## config.mk

```make
export PLATFORM = sky130hd
export DESIGN_NAME = lsvc_supply_ctrl
export DESIGN_NICKNAME = d
export VERILOG_FILES = /design/src/lsvc_pkg.sv /design/src/lsvc_supply_ctrl.sv
export SDC_FILE = /design/constraint.sdc
export NUM_CORES = 1
export LEC_CHECK = 0
export BUFFER_PORTS_ARGS = -buffer_cell sky130_fd_sc_hd__buf_4
export CAP_MARGIN = 20
export CORE_UTILIZATION = 44
export DETAILED_ROUTE_END_ITERATION = 16
export GPL_TIMING_DRIVEN = 0
export MAX_ROUTING_LAYER = met4
export PLACE_DENSITY = 0.76
export REMOVE_ABC_BUFFERS = 1
export SLEW_MARGIN = 0
export SYNTH_ARGS = -nofsm -noshare
export SYNTH_HDL_FRONTEND = slang
export SYNTH_SLANG_ARGS = --single-unit
```

## constraint.sdc

```tcl
create_clock -name clock -period 2.4 [get_ports clock]
set_clock_uncertainty 0.05 [all_clocks]
set_input_delay 0.12 -clock clock [delete_from_list [all_inputs] [get_ports clock]]
set_output_delay 0.12 -clock clock [all_outputs]
set_load 0.05 [all_outputs]
```

## src/lsvc_pkg.sv

```systemverilog
// Package for the LCD panel supply voltage control block.
// Assumes a single 100 MHz clock domain and a plain register port.
package lsvc_pkg;

  // ************************************************************
  // Register map (byte offsets, one word each)
  // ************************************************************
  localparam logic [7:0] CTRL_OFS = 8'h00;
  localparam logic [7:0] VPROG_OFS = 8'h04;
  localparam logic [7:0] MUX_OFS = 8'h08;
  localparam logic [7:0] STATUS_OFS = 8'h0C;
  localparam logic [7:0] TARGET_OFS = 8'h10;

  // ************************************************************
  // Field positions of the control word
  // ************************************************************
  localparam int PUMP_EN_BIT = 0;
  localparam int PUMP_MUL_BIT = 1;
  localparam int COMP_EN_BIT = 2;
  localparam int EXT_SUPPLY_BIT = 3;

  // ************************************************************
  // Reset values
  // ************************************************************
  localparam logic RST_PUMP_EN = 1'b0;
  localparam logic RST_PUMP_MUL = 1'b0;
  localparam logic RST_COMP_EN = 1'b1;
  localparam logic RST_EXT_SUPPLY = 1'b0;
  localparam logic [7:0] RST_VPROG = 8'h00;
  localparam logic [2:0] RST_MUX = 3'h0;

  // ************************************************************
  // Code limits and segment counts
  // ************************************************************
  localparam logic [7:0] CODE_MAX = 8'hFF;
  localparam logic [7:0] CODE_MIN = 8'h00;
  localparam logic [5:0] SEG_NORMAL = 6'h2C;
  localparam logic [5:0] SEG_SIX = 6'h2E;

  // Multiplex settings
  typedef enum logic [2:0] {
    LSVC_MUX_STATIC = 3'b000,
    LSVC_MUX_TWO = 3'b001,
    LSVC_MUX_FOUR = 3'b010,
    LSVC_MUX_SIX = 3'b011,
    LSVC_MUX_EIGHT = 3'b100
  } lsvc_mux_e;

  typedef struct packed {
    logic extSupply;
    logic compEnable;
    logic pumpMultiplierSelect;
    logic pumpEnableBit;
  } lsvc_ctrl_s;

  typedef struct packed {
    logic [3:0] backplaneCount;
    logic [5:0] segmentCount;
    logic [8:0] elementCount;
  } lsvc_geom_s;

endpackage

```

## src/lsvc_supply_ctrl.sv

```systemverilog
// LCD panel supply voltage control: target code, pump gating, geometry.
// Assumes a host drives the register port synchronously on clock.
//
// Function
// Host keeps display clock running while the display output is enabled.
// Host disables display before stopping the display clock.
// Host completes power-down sequence before removing device supplies.
// Support static,2,4,6,8 backplanes; 44 segments, 46 in six-backplane mode.
// Host never sets pump enable while supply is external.
// External supply: no temperature compensation even when enabled.
// External supply: programmed code writes stored but do not affect supply.
// Pump on/off follows enable bit; multiplier follows select bit.
// Target supply is programmed code plus temperature offset.
// Programmed code is unsigned; voltage equals code times 0.03 plus 3.
// Temperature offset code is two's complement, zero at reference temperature.
// Reset leaves pump off, supply generation off, compensation on.
// Offset is sign-extended, added, and saturated at code limits.
//
// Local design decisions: strobed register access and the register addresses.
`timescale 1ns/100ps
module lsvc_supply_ctrl (
  input wire logic clock,
  input wire logic nrst,
  input wire logic [7:0] regAddr,
  input wire logic [31:0] regWrData,
  input wire logic regWrite,
  input wire logic regRead,
  output logic [31:0] regRdData,
  input wire logic [7:0] tempOffsetCode,
  output logic pumpOn,
  output logic pumpMultiplier,
  output logic [7:0] supplyTargetCode,
  output logic supplyTargetValid,
  output logic [3:0] backplaneCount,
  output logic [5:0] segmentCount,
  output logic [8:0] elementCount
);

  // ************************************************************
  // Registers
  // ************************************************************
  lsvc_pkg::lsvc_ctrl_s ctrl_reg;
  logic [7:0] vprog_reg;
  lsvc_pkg::lsvc_mux_e mux_reg;
  lsvc_pkg::lsvc_mux_e muxNext;
  logic [31:0] rd_reg;
  logic [31:0] rdNext;
  logic [7:0] target_reg;
  logic [7:0] targetNext;
  lsvc_pkg::lsvc_geom_s geom_reg;
  lsvc_pkg::lsvc_geom_s geomNext;

  // ************************************************************
  // Address decode
  // ************************************************************
  wire hitCtrl = regAddr == lsvc_pkg::CTRL_OFS;
  wire hitVprog = regAddr == lsvc_pkg::VPROG_OFS;
  wire hitMux = regAddr == lsvc_pkg::MUX_OFS;
  wire hitStatus = regAddr == lsvc_pkg::STATUS_OFS;
  wire hitTarget = regAddr == lsvc_pkg::TARGET_OFS;
  wire [2:0] muxField = regWrData[2:0];
  // Undefined multiplex codes are refused so the geometry stays legal
  wire muxLegal = muxField <= 3'(lsvc_pkg::LSVC_MUX_EIGHT);

  // ************************************************************
  // Target computation
  // ************************************************************
  // Offset only applies with internal generation and compensation on
  wire useOffset = ctrl_reg.compEnable & ~ctrl_reg.extSupply;
  wire [7:0] offsetUsed = useOffset ? tempOffsetCode : 8'h00;
  // Ten-bit signed sum keeps the carry and the sign apart
  wire signed [9:0] sum = $signed({2'b00, vprog_reg}) + $signed({{2{offsetUsed[7]}}, offsetUsed});

  always_comb begin
    if (sum < 10'sd0) begin
      targetNext = lsvc_pkg::CODE_MIN;
    end else if (sum > $signed({2'b00, lsvc_pkg::CODE_MAX})) begin
      targetNext = lsvc_pkg::CODE_MAX;
    end else begin
      targetNext = sum[7:0];
    end
  end

  // ************************************************************
  // Display geometry per multiplex setting
  // ************************************************************
  always_comb begin
    geomNext.segmentCount = lsvc_pkg::SEG_NORMAL;
    unique case (mux_reg)
      lsvc_pkg::LSVC_MUX_STATIC: begin
        geomNext.backplaneCount = 4'h1;
      end
      lsvc_pkg::LSVC_MUX_TWO: begin
        geomNext.backplaneCount = 4'h2;
      end
      lsvc_pkg::LSVC_MUX_FOUR: begin
        geomNext.backplaneCount = 4'h4;
      end
      lsvc_pkg::LSVC_MUX_SIX: begin
        geomNext.backplaneCount = 4'h6;
        geomNext.segmentCount = lsvc_pkg::SEG_SIX;
      end
      lsvc_pkg::LSVC_MUX_EIGHT: begin
        geomNext.backplaneCount = 4'h8;
      end
      default: begin
        geomNext.backplaneCount = 4'h8;
      end
    endcase
    // Operands widened first so the product of eight and forty-four keeps all nine bits
    geomNext.elementCount = 9'(geomNext.backplaneCount) * 9'(geomNext.segmentCount);
  end

  assign muxNext = lsvc_pkg::lsvc_mux_e'(muxField);

  // ************************************************************
  // Read mux
  // ************************************************************
  always_comb begin
    rdNext = 32'h0000_0000;
    if (hitCtrl) begin
      rdNext = {28'h000_0000, ctrl_reg};
    end else if (hitVprog) begin
      rdNext = {24'h00_0000, vprog_reg};
    end else if (hitMux) begin
      rdNext = {29'h0000_0000, mux_reg};
    end else if (hitStatus) begin
      rdNext = {5'h00, geom_reg, 6'h00, pumpMultiplier, pumpOn};
    end else if (hitTarget) begin
      rdNext = {23'h00_0000, supplyTargetValid, target_reg};
    end
  end

  // ************************************************************
  // Register updates
  // ************************************************************
  always_ff @(posedge clock or negedge nrst) begin
    if (!nrst) begin
      ctrl_reg.pumpEnableBit <= lsvc_pkg::RST_PUMP_EN;
      ctrl_reg.pumpMultiplierSelect <= lsvc_pkg::RST_PUMP_MUL;
      ctrl_reg.compEnable <= lsvc_pkg::RST_COMP_EN;
      ctrl_reg.extSupply <= lsvc_pkg::RST_EXT_SUPPLY;
    end else if (regWrite && hitCtrl) begin
      ctrl_reg.pumpEnableBit <= regWrData[lsvc_pkg::PUMP_EN_BIT];
      ctrl_reg.pumpMultiplierSelect <= regWrData[lsvc_pkg::PUMP_MUL_BIT];
      ctrl_reg.compEnable <= regWrData[lsvc_pkg::COMP_EN_BIT];
      ctrl_reg.extSupply <= regWrData[lsvc_pkg::EXT_SUPPLY_BIT];
    end
  end

  // Stored even with external supply; the target code still follows it but supplyTargetValid stays low then
  always_ff @(posedge clock or negedge nrst) begin
    if (!nrst) begin
      vprog_reg <= lsvc_pkg::RST_VPROG;
    end else if (regWrite && hitVprog) begin
      vprog_reg <= regWrData[7:0];
    end
  end

  always_ff @(posedge clock or negedge nrst) begin
    if (!nrst) begin
      mux_reg <= lsvc_pkg::lsvc_mux_e'(lsvc_pkg::RST_MUX);
    end else if (regWrite && hitMux && muxLegal) begin
      mux_reg <= muxNext;
    end
  end

  always_ff @(posedge clock or negedge nrst) begin
    if (!nrst) begin
      rd_reg <= 32'h0000_0000;
      target_reg <= lsvc_pkg::CODE_MIN;
      geom_reg <= '0;
      pumpOn <= 1'b0;
      pumpMultiplier <= 1'b0;
      supplyTargetValid <= 1'b0;
    end else begin
      rd_reg <= regRead ? rdNext : 32'h0000_0000;
      target_reg <= targetNext;
      geom_reg <= geomNext;
      // Pump stays off with external supply as a guard against host misuse
      pumpOn <= ctrl_reg.pumpEnableBit & ~ctrl_reg.extSupply;
      pumpMultiplier <= ctrl_reg.pumpMultiplierSelect;
      supplyTargetValid <= ctrl_reg.pumpEnableBit & ~ctrl_reg.extSupply;
    end
  end

  assign regRdData = rd_reg;
  assign supplyTargetCode = target_reg;
  assign backplaneCount = geom_reg.backplaneCount;
  assign segmentCount = geom_reg.segmentCount;
  assign elementCount = geom_reg.elementCount;

endmodule

```

==> qor.csv, run 1 <==
stage;metric;value;unit
synthesis;#FFs+latches synth;62;
power_and_ir_drop;Pwr Total;2.530;mW
cells_and_area;max reg flops;23;
power_and_ir_drop;LEAKAGE;2.180;nW
status;failing checks;setup timing;
sta;worst slew pin tran;0.7470;ns
synthesis;area leader, netlist;dfrtp_1;
cells_and_area;nets@finish;442;
status;status;complete, but fails checks;
worst_setup_path;Critical Path Sink Type;flip-flop;
sta;RSZ-0062 raised after global routing;yes;
cells_and_area;Finished Core Util;63.52;%
worst_setup_path;crit-path max FO;8;
clock_tree;H-tree levels;3;
routing;WL met2;3.564;mm
routing;Detail Route Antenna Nets;0;
synthesis;Synth async-reset ratio;100.0;%
cells_and_area;cell area after layout;4292;um2
place;quantity of I/O buffers inserted on ports;79;
power_and_ir_drop;sw frac;28.38;%
floorplanning;die footprint;7293;um2
synthesis;Yosys cell types;45;
power_and_ir_drop;P per Cell Area;589.6;nW/um2
worst_setup_path;CP Class;flip-flop to flip-flop;
global_routing;Total GRT Usage;18.85;%
synthesis;top cells by count, synth;dfrtp_1, and2_1, a21oi_1;
synthesis;main combinational cell family by area after synthesis;simple AND/OR/NAND/NOR gates;
cells_and_area;register area;1556;um2
synthesis;area share of the largest cell type after synthesis;49.88;%
floorplanning;initial core utilization;45.30;%
worst_setup_path;Setup crit start kind;flip-flop;
sta;final setup fails;8;
synthesis;Syn. warnings;0;
synthesis;adder-cell share of the synthesized area;8.504;%
routing;Vias;2353;
synthesis;simple-gate share of the synthesized area;16.52;%
worst_setup_path;Critical Path RT;2.57;ns
synthesis;ys flop type;dfrtp_1;
routing;Routed wire per std cell;14.93;um
hold_path;worst hold path type;input pin to flip-flop;
sta;minimum clock period;2.467;ns
power_and_ir_drop;Internal;1.812;mW
floorplanning;row count;30;
sta;slew margin rel.;50.20;%
clock_tree;Clock Root Buffer;clkbuf_8;
worst_setup_path;worst endpoint data arrival time;2.64;ns
cells_and_area;multi-input logic area;1580;um2
floorplanning;Die Y;85.40;um
floorplanning;die extent in x;85.40;um
clock_tree;CTS sink count;62;
cells_and_area;fill count;537;
routing;DR WL met3;381;um
global_routing;vias in the first global route;2157;
global_routing;initial antenna violation count;0;
cells_and_area;Area growth syn-to-layout;40.23;%
clock_tree;Reg clk slew, reported paths;0.06;ns
routing;drt via density;5.171;
synthesis;Synth Area in Compound Gates;9.648;%
floorplanning;core area;6756;um2
routing;DR top layer;met4;
cells_and_area;Antenna diodes;0;
power_and_ir_drop;Gate power share;18.4;%
routing;M1 WL;2.631;mm
power_and_ir_drop;Seq pwr share;44.6;%
cells_and_area;fraction of layout cells with a size suffix above 1;43.73;%
place;GP Congestion;0.8746;
sta;WHS;0.01540;ns
synthesis;most frequent cell after synthesis;dfrtp_1;
floorplanning;IO Pins;114;
clock_tree;Clock Latency Late Sink;0.34;ns
place;DP HPWL;4.506;mm
global_routing;remaining global-route overflow;0;
sta;final hold vios;0;
routing;1st-pass router iterations;4;
synthesis;synthesized area per cell;11.29;um2
clock_tree;Clock Path Buffers;2;
synthesis;area of the mapped netlist;3060;um2
power_and_ir_drop;Switch Pwr;0.7180;mW
synthesis;multiplexer area fraction after synthesis;4.702;%
routing;1st-iter DRT viols;54;
global_routing;largest net degree at the start of global routing;63;
place;Placed Area;3645;um2
clock_tree;CTS Buf Count;9;
synthesis;sequential share of the synthesized area;50.74;%
power_and_ir_drop;Peak VDD IR;0.0004040;V
routing;DRT Wirelength;6.794;mm
synthesis;Synth Instances;271;
sta;Slew Viols, Final;0;
sta;Tcrit/Tclk final;102.8;%
global_routing;global-route wire length before repair;10.16;mm
synthesis;main area contributors after synthesis;dfrtp_1, ha_1, and2_1, mux2_2, buf_4;
sta;fin worst setup slack;-0.06682;ns
synthesis;Post-Synth XOR/XNOR Area;3.393;%
sta;Fmax;0.4054;GHz
clock_tree;CTS tree;built;
run;total of max-cap violations;0;
routing;Residual DRC;0;
power_and_ir_drop;Clock power frac;37.0;%
synthesis;number of flops mapped to enable cells by yosys;0;
[power by group through the flow]
stage               Clock [mW]  Sequential, mW  Combinational (mW)
finish                   0.937            1.13               0.465
global route              1.00            1.13               0.496
CTS                      0.953            1.13               0.439
detailed placement           0            1.14               0.410
global placement             0            1.14               0.403
floorplan                    0            1.26               0.129
[logic make-up after synthesis]
group | Yosys count
XOR/XNOR | 11
adder cells (fa/ha/maj) | 19
AO/OA/AOI/OAI | 49
flip-flops | 62
other | 2
multiplexers | 13
AND/OR/NAND/NOR | 82
buffers and inverters | 33
[cells in the final DEF, fill, tap and decap left out, drive strengths merged, types with 2 or more instances in the layout]
master / Yosys / layout
nand2b: 2 / 2
ha: 16 / 16
nor3: 4 / 4
nor4: 3 / 3
conb: 2 / 12
dlygate4sd3: 0 / 9
mux2i: 2 / 2
nor2: 21 / 21
clkbuf: 4 / 12
inv: 12 / 12
xor2: 5 / 5
a21o: 4 / 4
fa: 3 / 3
buf: 17 / 91
mux2: 11 / 11
a22oi: 4 / 4
xnor2: 6 / 6
o21ai: 7 / 7
a31oi: 2 / 2
a21oi: 22 / 22
dfrtp: 61 / 61
nor2b: 6 / 6
o211ai: 4 / 4
and2: 25 / 25
nand2: 11 / 11
[cell type report]
type / instances / area share (%)
flip-flops and latches: 62 / 36.27
well taps: 80 / 2.332
repair buffers: 100 / 18.69
clock buffers: 12 / 3.848
clock inverters: 3 / 0.9913
multi-input cells: 186 / 36.82
inverters: 12 / 1.050
[path summary, 6_finish.rpt]
path / from / cells after the start / to / slack (ns)
max in group asynchronous: nrst / 2 / mux_reg[2] / 1.44
min in group asynchronous: nrst / 2 / regRdData[22] / 0.34
worst min register to register: ctrl_reg[1] / 0 / pumpMultiplier / 0.37
worst max register to register: ctrl_reg[2] / 11 / supplyTargetCode[1] / -0.07
worst min-delay path: regWrData[2] / 2 / vprog_reg[2] / 0.02
worst max-delay path: ctrl_reg[2] / 11 / supplyTargetCode[1] / -0.07
[metrics by stage]
step / setup TNS [ns] / setup slack (ns) / std cells
floorplan: -1.011 / -0.1315 / 260
global placement: -4.217 / -0.5318 / 419
detailed placement: -4.862 / -0.5998 / 419
CTS: -0.4376 / -0.06369 / 448
global route: -1.011 / -0.1570 / 455
finish: -0.3949 / -0.06682 / 455
[critical path, cell delays in order, from the launching register on]
cell and delay (ns):
dfstp_2 0.53, nor2b_4 0.21, and2_4 0.18, ha_4 0.13
inv_2 0.04, fa_2 0.35, nand2b_4 0.17, a21oi_4 0.13
o22a_2 0.21, xnor2_4 0.13, buf_12 0.15, a21oi_1 0.07
[timing repair]
action	4_1_cts	5_1_grt
resized for setup	23	26
hold endpoints to repair	71	0
setup endpoints to repair	11	10
hold buffers	9	0
pin swaps	10	12
setup buffers	5	7
[per-layer routing]
layer  global-route usage [%]  vias up
met4                    13.03        0
met3                    3.794       27
li1                         -     1091
met5                        -        -
met1                    20.95     1130
met2                    30.47      105
Power figures use the tool's default switching activity.
==> inputs of run 2 (changes only) <==
RECOVER_POWER = 25   (was unset)
==> run 2 against run 1 <==
Count of clock-buffer cells in the layout is the same. Critical path depth did not move. The run still ends with setup timing left. Setup slack improved by 0.0053 ns. First-iteration DRC count increased by 1.9%. Total power is 0.36% lower. Combinational power decreased by 2%.
==> qor.csv, run 2 (synthesis results as in run 1) <==
stage;metric;value;unit
routing;1st-iter DRT viols;55;
routing;DRT Wirelength;6.815;mm
sta;minimum clock period;2.462;ns
clock_tree;CTS sink count;62;
cells_and_area;fraction of layout cells with a size suffix above 1;35.73;%
clock_tree;Clock Latency Late Sink;0.34;ns
cells_and_area;Area growth syn-to-layout;36.47;%
worst_setup_path;Setup crit start kind;flip-flop;
clock_tree;Clock Path Buffers;2;
global_routing;largest net degree at the start of global routing;63;
run;total of max-cap violations;0;
power_and_ir_drop;P per Cell Area;603.7;nW/um2
global_routing;remaining global-route overflow;0;
worst_setup_path;CP Class;flip-flop to flip-flop;
cells_and_area;Post-Layout Cell Count;455;
sta;final setup fails;8;
worst_setup_path;worst flop-to-flop path endpoint;supplyTargetCode[1];
worst_setup_path;worst endpoint data arrival time;2.63;ns
sta;Slew Viols, Final;0;
hold_path;worst hold path stage count;2;
worst_setup_path;Crit. Startpoint;ctrl_reg[2];
cells_and_area;Antenna diodes;0;
clock_tree;Clock Root Buffer;clkbuf_8;
routing;Residual DRC;0;
global_routing;Total GRT Usage;18.85;%
sta;RSZ-0062 raised after global routing;yes;
routing;1st-pass router iterations;5;
worst_setup_path;Critical Path RT;2.57;ns
global_routing;vias in the first global route;2157;
floorplanning;die extent in x;85.40;um
sta;slew margin rel.;3.141;%
worst_setup_path;FF-to-FF Start;ctrl_reg[2];
place;placed insts;419;
worst_setup_path;crit-path max FO;8;
status;failing checks;setup timing;
power_and_ir_drop;Peak VDD IR;0.0004033;V
hold_path;worst hold path type;input pin to flip-flop;
sta;final hold vios;0;
clock_tree;CTS Buf Count;9;
floorplanning;Die Y;85.40;um
sta;Fmax;0.4063;GHz
clock_tree;CTS tree;built;
routing;Detail Route Antenna Nets;0;
worst_setup_path;R2R cell count;11;
cells_and_area;nets@finish;442;
cells_and_area;most frequent cells in the layout;dfrtp_1, buf_4, clkbuf_1, and2_1, nor2_1;
sta;worst slew pin tran;1.453;ns
sta;WHS;0.01515;ns
floorplanning;IO Pins;114;
sta;Tcrit/Tclk final;102.6;%
routing;drt via density;5.158;
worst_setup_path;Critical Path Sink Type;flip-flop;
floorplanning;row count;30;
floorplanning;core area;6756;um2
floorplanning;initial core utilization;45.30;%
sta;fin worst setup slack;-0.06154;ns
place;GP Congestion;0.8746;
status;status;complete, but fails checks;
cells_and_area;most common cell after layout, fill and taps aside;dfrtp_1;
cells_and_area;max reg flops;23;
clock_tree;H-tree levels;3;
worst_setup_path;r2r setup slk;-0.06;ns
floorplanning;die footprint;7293;um2
place;quantity of I/O buffers inserted on ports;79;
power_and_ir_drop;LEAKAGE;2.053;nW
routing;Vias;2347;
worst_setup_path;crit path capture;supplyTargetCode[1];
global_routing;global-route wire length before repair;10.16;mm
clock_tree;Reg clk slew, reported paths;0.06;ns
place;DP HPWL;4.506;mm
routing;Routed wire per std cell;14.98;um
global_routing;initial antenna violation count;0;
==> run 2: cell count changes in the layout (fill, tap and decap cells not counted) <==
cell,before,now
clkbuf_1,0,30
buf_4,88,57
clkbuf_2,0,1
==> run 2: how the worst min path moves through the flow <==
stage | slack (ns) | endpoint | start
global placement | 0.19 | regRdData[22] | nrst
global route | 0.005 | vprog_reg[2] | regWrData[2]
finish | 0.02 | vprog_reg[2] | regWrData[2]
floorplan | -0.23 | backplaneCount[0] | nrst
CTS | 0.005 | regRdData[8] | regRead
detailed placement | 0.19 | regRdData[22] | nrst
==> run 2: repair_timing <==
| item | 4_1_cts | 5_1_grt |
|---|---|---|
| setup endpoints to repair | 11 | 10 |
| pin swaps | 10 | 12 |
| setup buffers | 5 | 7 |
| hold buffers | 9 | 0 |
| hold endpoints to repair | 71 | 0 |
| gates resized for setup | 23 | 26 |
==> run 2: final cells by class <==
class,instances,area [um2]
Inverter,12,45.04
Clock inverter,3,42.54
Timing Repair Buffer,100,686.9
Sequential cell,62,1556
Tap cell,80,100.1
Multi-Input combinational cell,186,1580
Fill cell,557,2580
Clock buffer,12,165.2
==> run 2: power by group <==
group	switching, mW	internal [mW]	total, mW
Combinational	0.301	0.155	0.456
Sequential	0.0367	1.09	1.13
Clock	0.380	0.557	0.937
==> run 2: through the flow <==
stage	utilization, %	power, mW	TNS [ns]	area [um2]	setup WS [ns]
finish	61.81	2.521	-0.3525	4177	-0.06154
global route	61.81	2.624	-1.011	4177	-0.1570
CTS	60.35	2.518	-0.4376	4078	-0.06369
detailed placement	53.94	1.555	-4.862	3645	-0.5998
global placement	53.94	1.546	-4.217	3645	-0.5318
floorplan	-	1.394	-1.011	2952	-0.1315
==> run 2: critical path: stages, from the launching register on <==
cell and delay (ns):
dfstp_2 0.53, nor2b_4 0.21, and2_4 0.18, ha_4 0.13, inv_2 0.04, fa_2 0.35
nand2b_4 0.17, a21oi_4 0.13, o22a_2 0.21, xnor2_4 0.13, buf_12 0.15, a21oi_1 0.07
==> run 2: metal layers <==
metal  GRT usage [%]  vias up  wire [um]
met5               -        -          0
met4           13.03        0        204
met3           3.794       23        416
met2           30.47      107       3568
met1           20.95     1122       2627
li1                -     1095          -
